==> src/sdiag_pkg.sv <==
// package: frame layout, command codes and reply fields for the spi command block
`default_nettype none
package sdiag_pkg;
   localparam int unsigned FRAME_BITS   = 16;
   localparam int unsigned CHANNELS     = 10;
   localparam int unsigned CHECK_POS    = 15;
   // address field sits in bits 14:12, command group code in 11:8
   localparam logic [2:0]  ADDR_CMD     = 3'h0;
   localparam logic [2:0]  ADDR_DIAG    = 3'h1;
   localparam logic [3:0]  GRP_STATUS   = 4'h7;
   localparam logic [3:0]  SEL_SHORT    = 4'h1;
   localparam logic [3:0]  SEL_STATUS   = 4'h2;
   localparam logic [3:0]  SEL_PATTERN  = 4'h4;
   localparam logic [3:0]  SEL_INPUTS   = 4'h8;
   localparam int unsigned CLR_DEV_POS  = 4;
   localparam logic [3:0]  DG_READ_A    = 4'h5;
   localparam logic [3:0]  DG_READ_B    = 4'h6;
   localparam logic [3:0]  DG_CLEAR_A   = 4'h1;
   localparam logic [3:0]  DG_CLEAR_B   = 4'h2;
   localparam logic [3:0]  DG_MODE_CLR  = 4'h8;
   localparam logic [3:0]  DG_MODE_ONE  = 4'hB;
   localparam logic [3:0]  DG_MODE_TWO  = 4'hD;
   localparam logic [3:0]  DG_MODE_THR  = 4'hE;
   // device status bit positions
   localparam int unsigned ST_LOW_GRP   = 0;
   localparam int unsigned ST_HIGH_GRP  = 1;
   localparam int unsigned ST_UV_DIG    = 2;
   localparam int unsigned ST_UV_ANA    = 3;
   localparam int unsigned ST_MODULO    = 4;
   localparam int unsigned ST_COMM      = 5;
   localparam int unsigned LOW_GRP_LAST = 5;
   // idle times in ns and derived cycle counts at 50 MHz
   localparam int unsigned CLK_PERIOD_NS      = 20;
   localparam int unsigned DIAG_IDLE_NS       = 1000;
   localparam int unsigned OC_HOLD_NS         = 1000;
   localparam int unsigned DIAG_IDLE_CYC      = (DIAG_IDLE_NS + CLK_PERIOD_NS - 1) / CLK_PERIOD_NS;
   localparam int unsigned OC_HOLD_CYC        = (OC_HOLD_NS + CLK_PERIOD_NS - 1) / CLK_PERIOD_NS;
   localparam logic [15:0] WORD_RESET   = 16'h0000;
   typedef enum logic [1:0] {MODE_NONE, MODE_ONE, MODE_TWO, MODE_THREE} diag_mode_t;
   // one received command frame as split into fields
   typedef struct packed {
      logic       spare;
      logic [2:0] addr;
      logic [3:0] group;
      logic [7:0] data;
   } frame_t;
   // per-channel error inputs from the diagnosis circuit
   typedef struct packed {
      logic [CHANNELS-1:0] overcurrent;
      logic [CHANNELS-1:0] other;
   } chan_err_t;
endpackage : sdiag_pkg
`default_nettype wire

==> src/spi_shifter.sv <==
// spi shift engine: synchronises pins, shifts frames, flags frame start and end
`default_nettype none
module spi_shifter (
   input  wire logic        ref_clk_i,
   input  wire logic        sys_rst_i,
   input  wire logic        clk_en_i,
   input  wire logic        cs_n_i,
   input  wire logic        sck_i,
   input  wire logic        sdi_i,
   input  wire logic [15:0] tx_word_i,
   output logic             frame_start_o,
   output logic             frame_end_o,
   output logic [15:0]      rx_word_o,
   output logic             bit_count_ok_o,
   output logic             sdo_o
);
   // *************************************************
   // state
   // *************************************************
   typedef struct packed {
      logic [2:0]  cs_sync;
      logic [2:0]  sck_sync;
      logic [2:0]  sdi_sync;
      logic        cs_n;
      logic        sck;
      logic [15:0] rx;
      logic [15:0] tx;
      logic [4:0]  count;
      logic        start;
      logic        done;
      logic [15:0] rx_out;
      logic        ok;
   } shift_state_t;
   shift_state_t st_ff;
   shift_state_t nxt_st;

   // three-stage sync, change accepted once stages two and three agree
   always_comb begin
      nxt_st          = st_ff;
      nxt_st.cs_sync  = {st_ff.cs_sync[1:0], cs_n_i};
      nxt_st.sck_sync = {st_ff.sck_sync[1:0], sck_i};
      nxt_st.sdi_sync = {st_ff.sdi_sync[1:0], sdi_i};
      nxt_st.start    = 1'b0;
      nxt_st.done     = 1'b0;
      if (st_ff.cs_sync[2] == st_ff.cs_sync[1]) begin
         nxt_st.cs_n = st_ff.cs_sync[2];
      end
      if (st_ff.sck_sync[2] == st_ff.sck_sync[1]) begin
         nxt_st.sck = st_ff.sck_sync[2];
      end
      if (st_ff.cs_n && !nxt_st.cs_n) begin
         // frame opens: load reply, msb first
         nxt_st.start = 1'b1;
         nxt_st.tx    = tx_word_i;
         nxt_st.count = 5'h00;
      end else if (!st_ff.cs_n && nxt_st.cs_n) begin
         nxt_st.done   = 1'b1;
         nxt_st.rx_out = st_ff.rx;
         nxt_st.ok     = (st_ff.count == 5'h10);
      end else if (!st_ff.cs_n) begin
         if (!st_ff.sck && nxt_st.sck) begin
            // sample on rising clock edge
            nxt_st.rx = {st_ff.rx[14:0], st_ff.sdi_sync[2]};
            if (st_ff.count != 5'h1F) begin
               nxt_st.count = st_ff.count + 5'h01;
            end
         end else if (st_ff.sck && !nxt_st.sck) begin
            nxt_st.tx = {st_ff.tx[14:0], 1'b0};
         end
      end
   end

   always_ff @(posedge ref_clk_i) begin
      if (sys_rst_i) begin
         st_ff <= '{cs_sync: 3'h7, sck_sync: 3'h0, sdi_sync: 3'h0, cs_n: 1'b1,
                    sck: 1'b0, rx: 16'h0000, tx: 16'h0000, count: 5'h00,
                    start: 1'b0, done: 1'b0, rx_out: 16'h0000, ok: 1'b0};
      end else if (clk_en_i) begin
         st_ff <= nxt_st;
      end
   end

   assign frame_start_o  = st_ff.start;
   assign frame_end_o    = st_ff.done;
   assign rx_word_o      = st_ff.rx_out;
   assign bit_count_ok_o = st_ff.ok;
   assign sdo_o          = st_ff.tx[15];
endmodule : spi_shifter
`default_nettype wire

==> src/spi_status_diag_command_feedback.sv <==
// top: command decode, diagnosis bank and reply capture for the spi side
`default_nettype none
// Operation
// - reply of a command frame is captured at its end, shifted next frame
// - short reply: one error bit per channel in 9:0, check bit 15
// - any register write makes the next reply the short diagnosis word
// - status reply uses bits 7:0, bits 6 and 7 always zero
// - status bit 0 set on any error in channels 1 to 6
// - status bit 1 set on any error in channels 7 to 10
// - status bits 2 and 3 follow digital and analogue undervoltage inputs
// - status bit 4 reports an earlier modulo counter error
// - status bit 5 reports an earlier rejected frame
// - pattern command returns its own pattern with check bit zero
// - input reply holds input levels sampled at chip select falling edge
// - undefined diagnosis group pattern is ignored and flagged as comm error
// - channel errors latch in the diagnosis bank until cleared
// - reading the bank leaves it unchanged
// - a clear empties its bank only after the idle time has passed
// - overcurrent entry resists clearing until its hold time passes
// - diagnosis reads and clears decoded from bits 11:8 with low byte zero
// - mode codes take low byte as output pin setting and select a mode
// - status commands: address 000, group 0111, one-hot selector
// - two selectors in one status frame are ignored and flagged; a clear bit with them still resets the modulo flag
module spi_status_diag_command_feedback (
   input  wire logic                  ref_clk_i,
   input  wire logic                  sys_rst_i,
   input  wire logic                  clk_en_i,
   input  wire logic                  cs_n_i,
   input  wire logic                  sck_i,
   input  wire logic                  sdi_i,
   input  wire logic [9:0]            direct_input_pins_i,
   input  wire sdiag_pkg::chan_err_t  chan_err_i,
   input  wire logic                  uv_digital_i,
   input  wire logic                  uv_analogue_i,
   input  wire logic                  modulo_err_i,
   input  wire logic                  reg_write_i,
   output logic                       sdo_o,
   output logic [7:0]                 output_pin_setting_o,
   output logic                       pin_setting_valid_o,
   output sdiag_pkg::diag_mode_t      diag_mode_o
);
   // *************************************************
   // state
   // *************************************************
   typedef struct packed {
      logic [15:0]           reply;
      logic [9:0]            err_a;
      logic [9:0]            err_b;
      logic [9:0]            oc_a;
      logic [9:0]            in_sync1;
      logic [9:0]            in_sync2;
      logic [9:0]            in_sync3;
      logic [9:0]            in_stable;
      logic [9:0]            in_snap;
      logic                  comm_err;
      logic                  mod_err;
      logic [7:0]            pins;
      logic                  pins_valid;
      sdiag_pkg::diag_mode_t mode;
      logic                  clr_a_pend;
      logic                  clr_b_pend;
      logic [7:0]            idle_cnt;
      logic [7:0]            oc_cnt;
   } top_state_t;
   top_state_t st_ff;
   top_state_t nxt_st;

   logic             frame_start;
   logic             frame_end;
   logic [15:0]      rx_word;
   logic             count_ok;
   logic             shift_sdo;
   sdiag_pkg::frame_t fr;

   // *************************************************
   // shift engine
   // *************************************************
   spi_shifter u_shift (
      .ref_clk_i      (ref_clk_i),
      .sys_rst_i      (sys_rst_i),
      .clk_en_i       (clk_en_i),
      .cs_n_i         (cs_n_i),
      .sck_i          (sck_i),
      .sdi_i          (sdi_i),
      .tx_word_i      (st_ff.reply),
      .frame_start_o  (frame_start),
      .frame_end_o    (frame_end),
      .rx_word_o      (rx_word),
      .bit_count_ok_o (count_ok),
      .sdo_o          (shift_sdo)
   );
   assign fr = sdiag_pkg::frame_t'(rx_word);

   // even parity over fifteen data bits
   function automatic logic [15:0] with_check(input logic [14:0] body);
      with_check = {^body, body};
   endfunction : with_check

   function automatic logic onehot4(input logic [3:0] v);
      onehot4 = (v != 4'h0) && ((v & (v - 4'h1)) == 4'h0);
   endfunction : onehot4

   // *************************************************
   // command decode and reply capture
   // *************************************************
   logic [9:0]  err_any;
   logic [7:0]  dev_flags;
   logic        is_status;
   logic        is_diag;
   logic [3:0]  sel;
   logic [14:0] body;
   logic        oc_hold;
   always_comb begin
      nxt_st = st_ff;
      // pin sync: three stages, accept once second and third agree
      nxt_st.in_sync1 = direct_input_pins_i;
      nxt_st.in_sync2 = st_ff.in_sync1;
      nxt_st.in_sync3 = st_ff.in_sync2;
      for (int i = 0; i < sdiag_pkg::CHANNELS; i++) begin
         if (st_ff.in_sync2[i] == st_ff.in_sync3[i]) begin
            nxt_st.in_stable[i] = st_ff.in_sync3[i];
         end
      end
      nxt_st.pins_valid = 1'b0;
      if (frame_start) begin
         nxt_st.in_snap = st_ff.in_stable;
      end
      // new errors latch; set wins over clear
      oc_hold = (st_ff.oc_cnt != 8'h00);
      if (st_ff.oc_cnt != 8'h00) begin
         nxt_st.oc_cnt = st_ff.oc_cnt - 8'h01;
      end
      if (st_ff.idle_cnt != 8'h00) begin
         nxt_st.idle_cnt = st_ff.idle_cnt - 8'h01;
      end else if (st_ff.clr_a_pend || st_ff.clr_b_pend) begin
         // clear lands only after idle time; overcurrent held until its hold ends
         if (st_ff.clr_a_pend && !oc_hold) begin
            nxt_st.err_a      = st_ff.oc_a & 10'h000;
            nxt_st.oc_a       = 10'h000;
            nxt_st.clr_a_pend = 1'b0;
         end else if (st_ff.clr_a_pend) begin
            nxt_st.err_a = st_ff.oc_a;
         end
         if (st_ff.clr_b_pend) begin
            nxt_st.err_b      = 10'h000;
            nxt_st.clr_b_pend = 1'b0;
         end
      end
      nxt_st.err_a = nxt_st.err_a | chan_err_i.overcurrent;
      nxt_st.oc_a  = nxt_st.oc_a | chan_err_i.overcurrent;
      nxt_st.err_b = nxt_st.err_b | chan_err_i.other;
      if (modulo_err_i) begin
         nxt_st.mod_err = 1'b1;
      end
      err_any   = st_ff.err_a | st_ff.err_b;
      dev_flags = 8'h00;
      dev_flags[sdiag_pkg::ST_LOW_GRP]  = |err_any[sdiag_pkg::LOW_GRP_LAST:0];
      dev_flags[sdiag_pkg::ST_HIGH_GRP] = |err_any[9:sdiag_pkg::LOW_GRP_LAST+1];
      dev_flags[sdiag_pkg::ST_UV_DIG]   = uv_digital_i;
      dev_flags[sdiag_pkg::ST_UV_ANA]   = uv_analogue_i;
      dev_flags[sdiag_pkg::ST_MODULO]   = st_ff.mod_err;
      dev_flags[sdiag_pkg::ST_COMM]     = st_ff.comm_err;
      is_status = (fr.addr == sdiag_pkg::ADDR_CMD) && (fr.group == sdiag_pkg::GRP_STATUS);
      is_diag   = (fr.addr == sdiag_pkg::ADDR_DIAG);
      sel       = fr.data[3:0];
      body      = 15'h0000;
      if (frame_end) begin
         // reply defaults to zero for unknown or ignored frames
         nxt_st.reply = sdiag_pkg::WORD_RESET;
         if (!count_ok) begin
            nxt_st.comm_err = 1'b1;
         end else if (is_status) begin
            if (fr.data[sdiag_pkg::CLR_DEV_POS] && !uv_digital_i && !uv_analogue_i) begin
               nxt_st.comm_err = 1'b0;
               nxt_st.mod_err  = modulo_err_i;
            end
            if (fr.data[7:5] != 3'h0) begin
               nxt_st.comm_err = 1'b1;
            end else if (sel != 4'h0 && !onehot4(sel)) begin
               nxt_st.comm_err = 1'b1;
            end else begin
               unique case (sel)
                  sdiag_pkg::SEL_SHORT: body = {5'h00, err_any};
                  sdiag_pkg::SEL_STATUS: body = {7'h00, dev_flags};
                  sdiag_pkg::SEL_PATTERN: body = rx_word[14:0];
                  sdiag_pkg::SEL_INPUTS: body = {5'h00, st_ff.in_snap};
                  default: body = 15'h0000;
               endcase
               if (sel == sdiag_pkg::SEL_PATTERN) begin
                  nxt_st.reply = {1'b0, body};
               end else if (sel != 4'h0) begin
                  nxt_st.reply = with_check(body);
               end
            end
         end else if (is_diag) begin
            unique case (fr.group)
               sdiag_pkg::DG_READ_A,
               sdiag_pkg::DG_READ_B,
               sdiag_pkg::DG_CLEAR_A,
               sdiag_pkg::DG_CLEAR_B: begin
                  if (fr.data != 8'h00) begin
                     nxt_st.comm_err = 1'b1;
                  end else begin
                     // reads never disturb bank contents
                     body = {5'h00, (fr.group == sdiag_pkg::DG_READ_A ||
                             fr.group == sdiag_pkg::DG_CLEAR_A) ? st_ff.err_a : st_ff.err_b};
                     nxt_st.reply = with_check(body);
                     if (fr.group == sdiag_pkg::DG_READ_A) begin
                        nxt_st.oc_cnt = 8'(sdiag_pkg::OC_HOLD_CYC);
                     end
                     if (fr.group == sdiag_pkg::DG_CLEAR_A) begin
                        nxt_st.clr_a_pend = 1'b1;
                        nxt_st.idle_cnt   = 8'(sdiag_pkg::DIAG_IDLE_CYC);
                     end
                     if (fr.group == sdiag_pkg::DG_CLEAR_B) begin
                        nxt_st.clr_b_pend = 1'b1;
                        nxt_st.idle_cnt   = 8'(sdiag_pkg::DIAG_IDLE_CYC);
                     end
                  end
               end
               sdiag_pkg::DG_MODE_CLR,
               sdiag_pkg::DG_MODE_ONE,
               sdiag_pkg::DG_MODE_TWO,
               sdiag_pkg::DG_MODE_THR: begin
                  nxt_st.pins       = fr.data;
                  nxt_st.pins_valid = 1'b1;
                  unique case (fr.group)
                     sdiag_pkg::DG_MODE_ONE: nxt_st.mode = sdiag_pkg::MODE_ONE;
                     sdiag_pkg::DG_MODE_TWO: nxt_st.mode = sdiag_pkg::MODE_TWO;
                     sdiag_pkg::DG_MODE_THR: nxt_st.mode = sdiag_pkg::MODE_THREE;
                     default: begin
                        nxt_st.mode       = sdiag_pkg::MODE_NONE;
                        nxt_st.clr_a_pend = 1'b1;
                        nxt_st.clr_b_pend = 1'b1;
                        nxt_st.idle_cnt   = 8'(sdiag_pkg::DIAG_IDLE_CYC);
                     end
                  endcase
                  nxt_st.reply = with_check({5'h00, err_any});
               end
               default: nxt_st.comm_err = 1'b1;
            endcase
         end else if (reg_write_i) begin
            // writes to other registers answer with the short word
            nxt_st.reply = with_check({5'h00, err_any});
         end
      end
   end

   // *************************************************
   // registers
   // *************************************************
   always_ff @(posedge ref_clk_i) begin
      if (sys_rst_i) begin
         st_ff <= '0;
      end else if (clk_en_i) begin
         st_ff <= nxt_st;
      end
   end

   // sdo already leaves the shift flop directly
   assign sdo_o                = shift_sdo;
   assign output_pin_setting_o = st_ff.pins;
   assign pin_setting_valid_o  = st_ff.pins_valid;
   assign diag_mode_o          = st_ff.mode;
endmodule : spi_status_diag_command_feedback
`default_nettype wire

==> config.mk <==
export PLATFORM = sky130hd
export DESIGN_NAME = spi_status_diag_command_feedback
export DESIGN_NICKNAME = d
export VERILOG_FILES = /design/src/sdiag_pkg.sv /design/src/spi_shifter.sv /design/src/spi_status_diag_command_feedback.sv
export SDC_FILE = /design/constraint.sdc
export NUM_CORES = 1
export LEC_CHECK = 0
export BUFFER_PORTS_ARGS = -buffer_cell sky130_fd_sc_hd__buf_4
export CORE_MARGIN = 2
export CORE_UTILIZATION = 40
export DETAILED_ROUTE_END_ITERATION = 6
export HOLD_SLACK_MARGIN = 0.03
export SYNTH_ARGS = -nofsm -noshare
export SYNTH_HDL_FRONTEND = slang
export SYNTH_HIERARCHICAL = 1
export SYNTH_SLANG_ARGS = --single-unit
==> constraint.sdc <==
create_clock -name ref_clk_i -period 4.06 [get_ports ref_clk_i]
set_input_delay 0.812 -clock ref_clk_i [delete_from_list [all_inputs] [get_ports ref_clk_i]]
set_output_delay 0.812 -clock ref_clk_i [all_outputs]
set_load 0.02 [all_outputs]
==> qor.yml <==
post_cts_buffers: 0
yosysWarnings: 6
r2r_slack_ns: 1.43
synthesis.area_sq_um: 9100
status: "finished, final reports clean"
path_class: "register to register"
finalHoldViolations: 0
leakage_nw: 3.70
nets: 1117
layout_common_cells: "dfxtp_1 (192), nor2_1 (148), nand2_1 (111)"
intPower_mw: 3.30
combPwrFrac_pct: 17.7
cts_hold_buf: 0
pin_count: 52
syn_nets: 1131
min_period_over_period_pct: 64.7
die_w_um: 155
firstDrtPassIters: 5
syn_inst: 1078
dieArea_sq_um: 24000
max_stage_delay_ns: 0.47
endpoint: "u_shift/st_ff[38]"
wl_per_cell_um: 15.7
worstPathRequired_ns: 4.41
start_kind: "register"
fillers: 2213
vias_per_cell: 5.37
clock_skew_ns: 0.0177
crit_path_end_kind: "register"
n_antenna_cell: 0
cts_resized: 0
grt_max_degree: 78
numCtsBuffers: 17
port_buffers: 51
coreArea_sq_um: 22500
clock_latency_ns: 0.44
clkSinkCount: 192
rsz0062_at_grt: "no"
regArea_sq_um: 3840
tritoncts: "built"
drc: 0
cts_htree_levels: 4
ir_drop_uv: 406
initial_core_util_pct: 40.4
ant_nets: 0
final_common_cell: "dfxtp_1"
row_count: 55
die_h_um: 155
rr_endpoint: "u_shift/st_ff[38]"
critical_path.max_fanout: 32
maxCapViolations: 0
reg2reg_depth: 8
hpwl_um: 14600
final_util_pct: 44.6
fin_crit_ns: 2.63
powerDensity_nw_per_um2: 464
switching_power_mw: 1.36
hold_class: "register to register"
crit_start: "u_shift/st_ff[57]"
path_cells: "maj3_2, inv_1, ha_1, buf_4, nand4bb_1, o211a_1, nor2_1, a211oi_1"
grt_pass1_wl_um: 35300
synth_area_per_cell_sq_um: 8.44
clk_pin_slew_ns: 0.07
globalRouteOverflowTotal: 0
tns_ns: 0
max_freq_mhz: 381
multiInputGateArea_sq_um: 4720
relSlewSlack_pct: 26.5
setup_violations: 0
r2r-start: "u_shift/st_ff[57]"
final_max_slew_viol_count: 0
grt_pass1_vias: 6772
drive_above_1_share_pct: 10.4
drt_iter0_drc: 436
track_usage_pct: 18.1
pwr-share-clk_pct: 37.2
routed_wirelength_um: 21400
area_delta_synth_final_pct: 10.3
antenna_found_initial: 0
sequentialPowerShare_pct: 45.1
cp.arrival_ns: 2.98
clockRootBuffer: "clkbuf_16"
num_vias: 7317
routabilityCongestion: 0.808
switching_share_pct: 29.2
cts_buffer_depth: 2
tightestPinTransition_ns: 1.10
slowest_stage: "o211a_1"
[power groups by stage]
| stage | clock network, mW | logic [mW] | registers, mW |
|---|---|---|---|
| floorplan | 0 | 0.647 | 2.11 |
| detailed placement | 0 | 0.829 | 2.14 |
| global placement | 0 | 0.823 | 2.14 |
| global route | 1.84 | 0.945 | 2.11 |
| finish | 1.73 | 0.824 | 2.10 |
| CTS | 1.78 | 0.831 | 2.10 |
[stage by stage]
stage	total power, mW	instances	hold slack, ns	instance area (sq um)	setup slack, ns
3_5_place_dp	2.97	1330	0.439	9430	1.39
4_1_cts	4.71	1362	0.456	10000	1.41
5_1_grt	4.90	1362	0.478	10000	1.13
2_1_floorplan	2.76	1078	0.420	9100	1.79
6_report	4.65	1362	0.454	10000	1.43
3_3_place_gp	2.96	1330	0.435	9430	1.39
[registers in the layout, summed over array words and instances, names as in the netlist]
signal                  flops
u_shift/rx_word_o          15
nxt_st                     20
st_ff                      94
u_shift/frame_start_o       1
diag_mode_o                 2
u_shift/sdo_o               1
u_shift/nxt_st              6
u_shift/bit_count_ok_o      1
pin_setting_valid_o         1
dev_flags                   2
output_pin_setting_o        8
u_shift/frame_end_o         1
u_shift/st_ff              40
[worst max-delay path, delay by kind of cell, from the launching register on]
| family | cells | cell delay (ns) |
|---|---|---|
| adder cells (fa/ha/maj) | 2 | 0.72 |
| AO/OA/AOI/OAI | 2 | 0.69 |
| buffers and inverters | 2 | 0.47 |
| flip-flops | 1 | 0.40 |
| AND/OR/NAND/NOR | 2 | 0.26 |
[area by class of cell]
type	count	area share [%]
Clock buffer	21	4.59
Multi-Input combinational cell	780	47.0
Inverter	15	0.561
Tap cell	285	3.55
Sequential cell	192	38.3
Clock inverter	11	1.46
Timing Repair Buffer	58	4.50
[how the worst min path moves through the flow]
stage | start | endpoint | slack, ns | cells past startpoint
after floorplan | st_ff[122] | st_ff[122] | 0.42 | 1
after global placement | st_ff[125] | st_ff[125] | 0.43 | 1
after detailed placement | st_ff[122] | st_ff[122] | 0.44 | 1
after CTS | st_ff[122] | st_ff[122] | 0.46 | 1
after global routing | st_ff[60] | st_ff[50] | 0.48 | 2
final | st_ff[122] | st_ff[122] | 0.45 | 1
[layer usage]
| metal | part of all wire, % | GRT usage [%] |
|---|---|---|
| met1 | 51 | 26.4 |
| met2 | 44 | 27.7 |
| met3 | 3.5 | 3.28 |
| met4 | 0.92 | 4.45 |
| met5 | 0 | 0 |
Note: power is estimated with default switching activity, not from simulation.
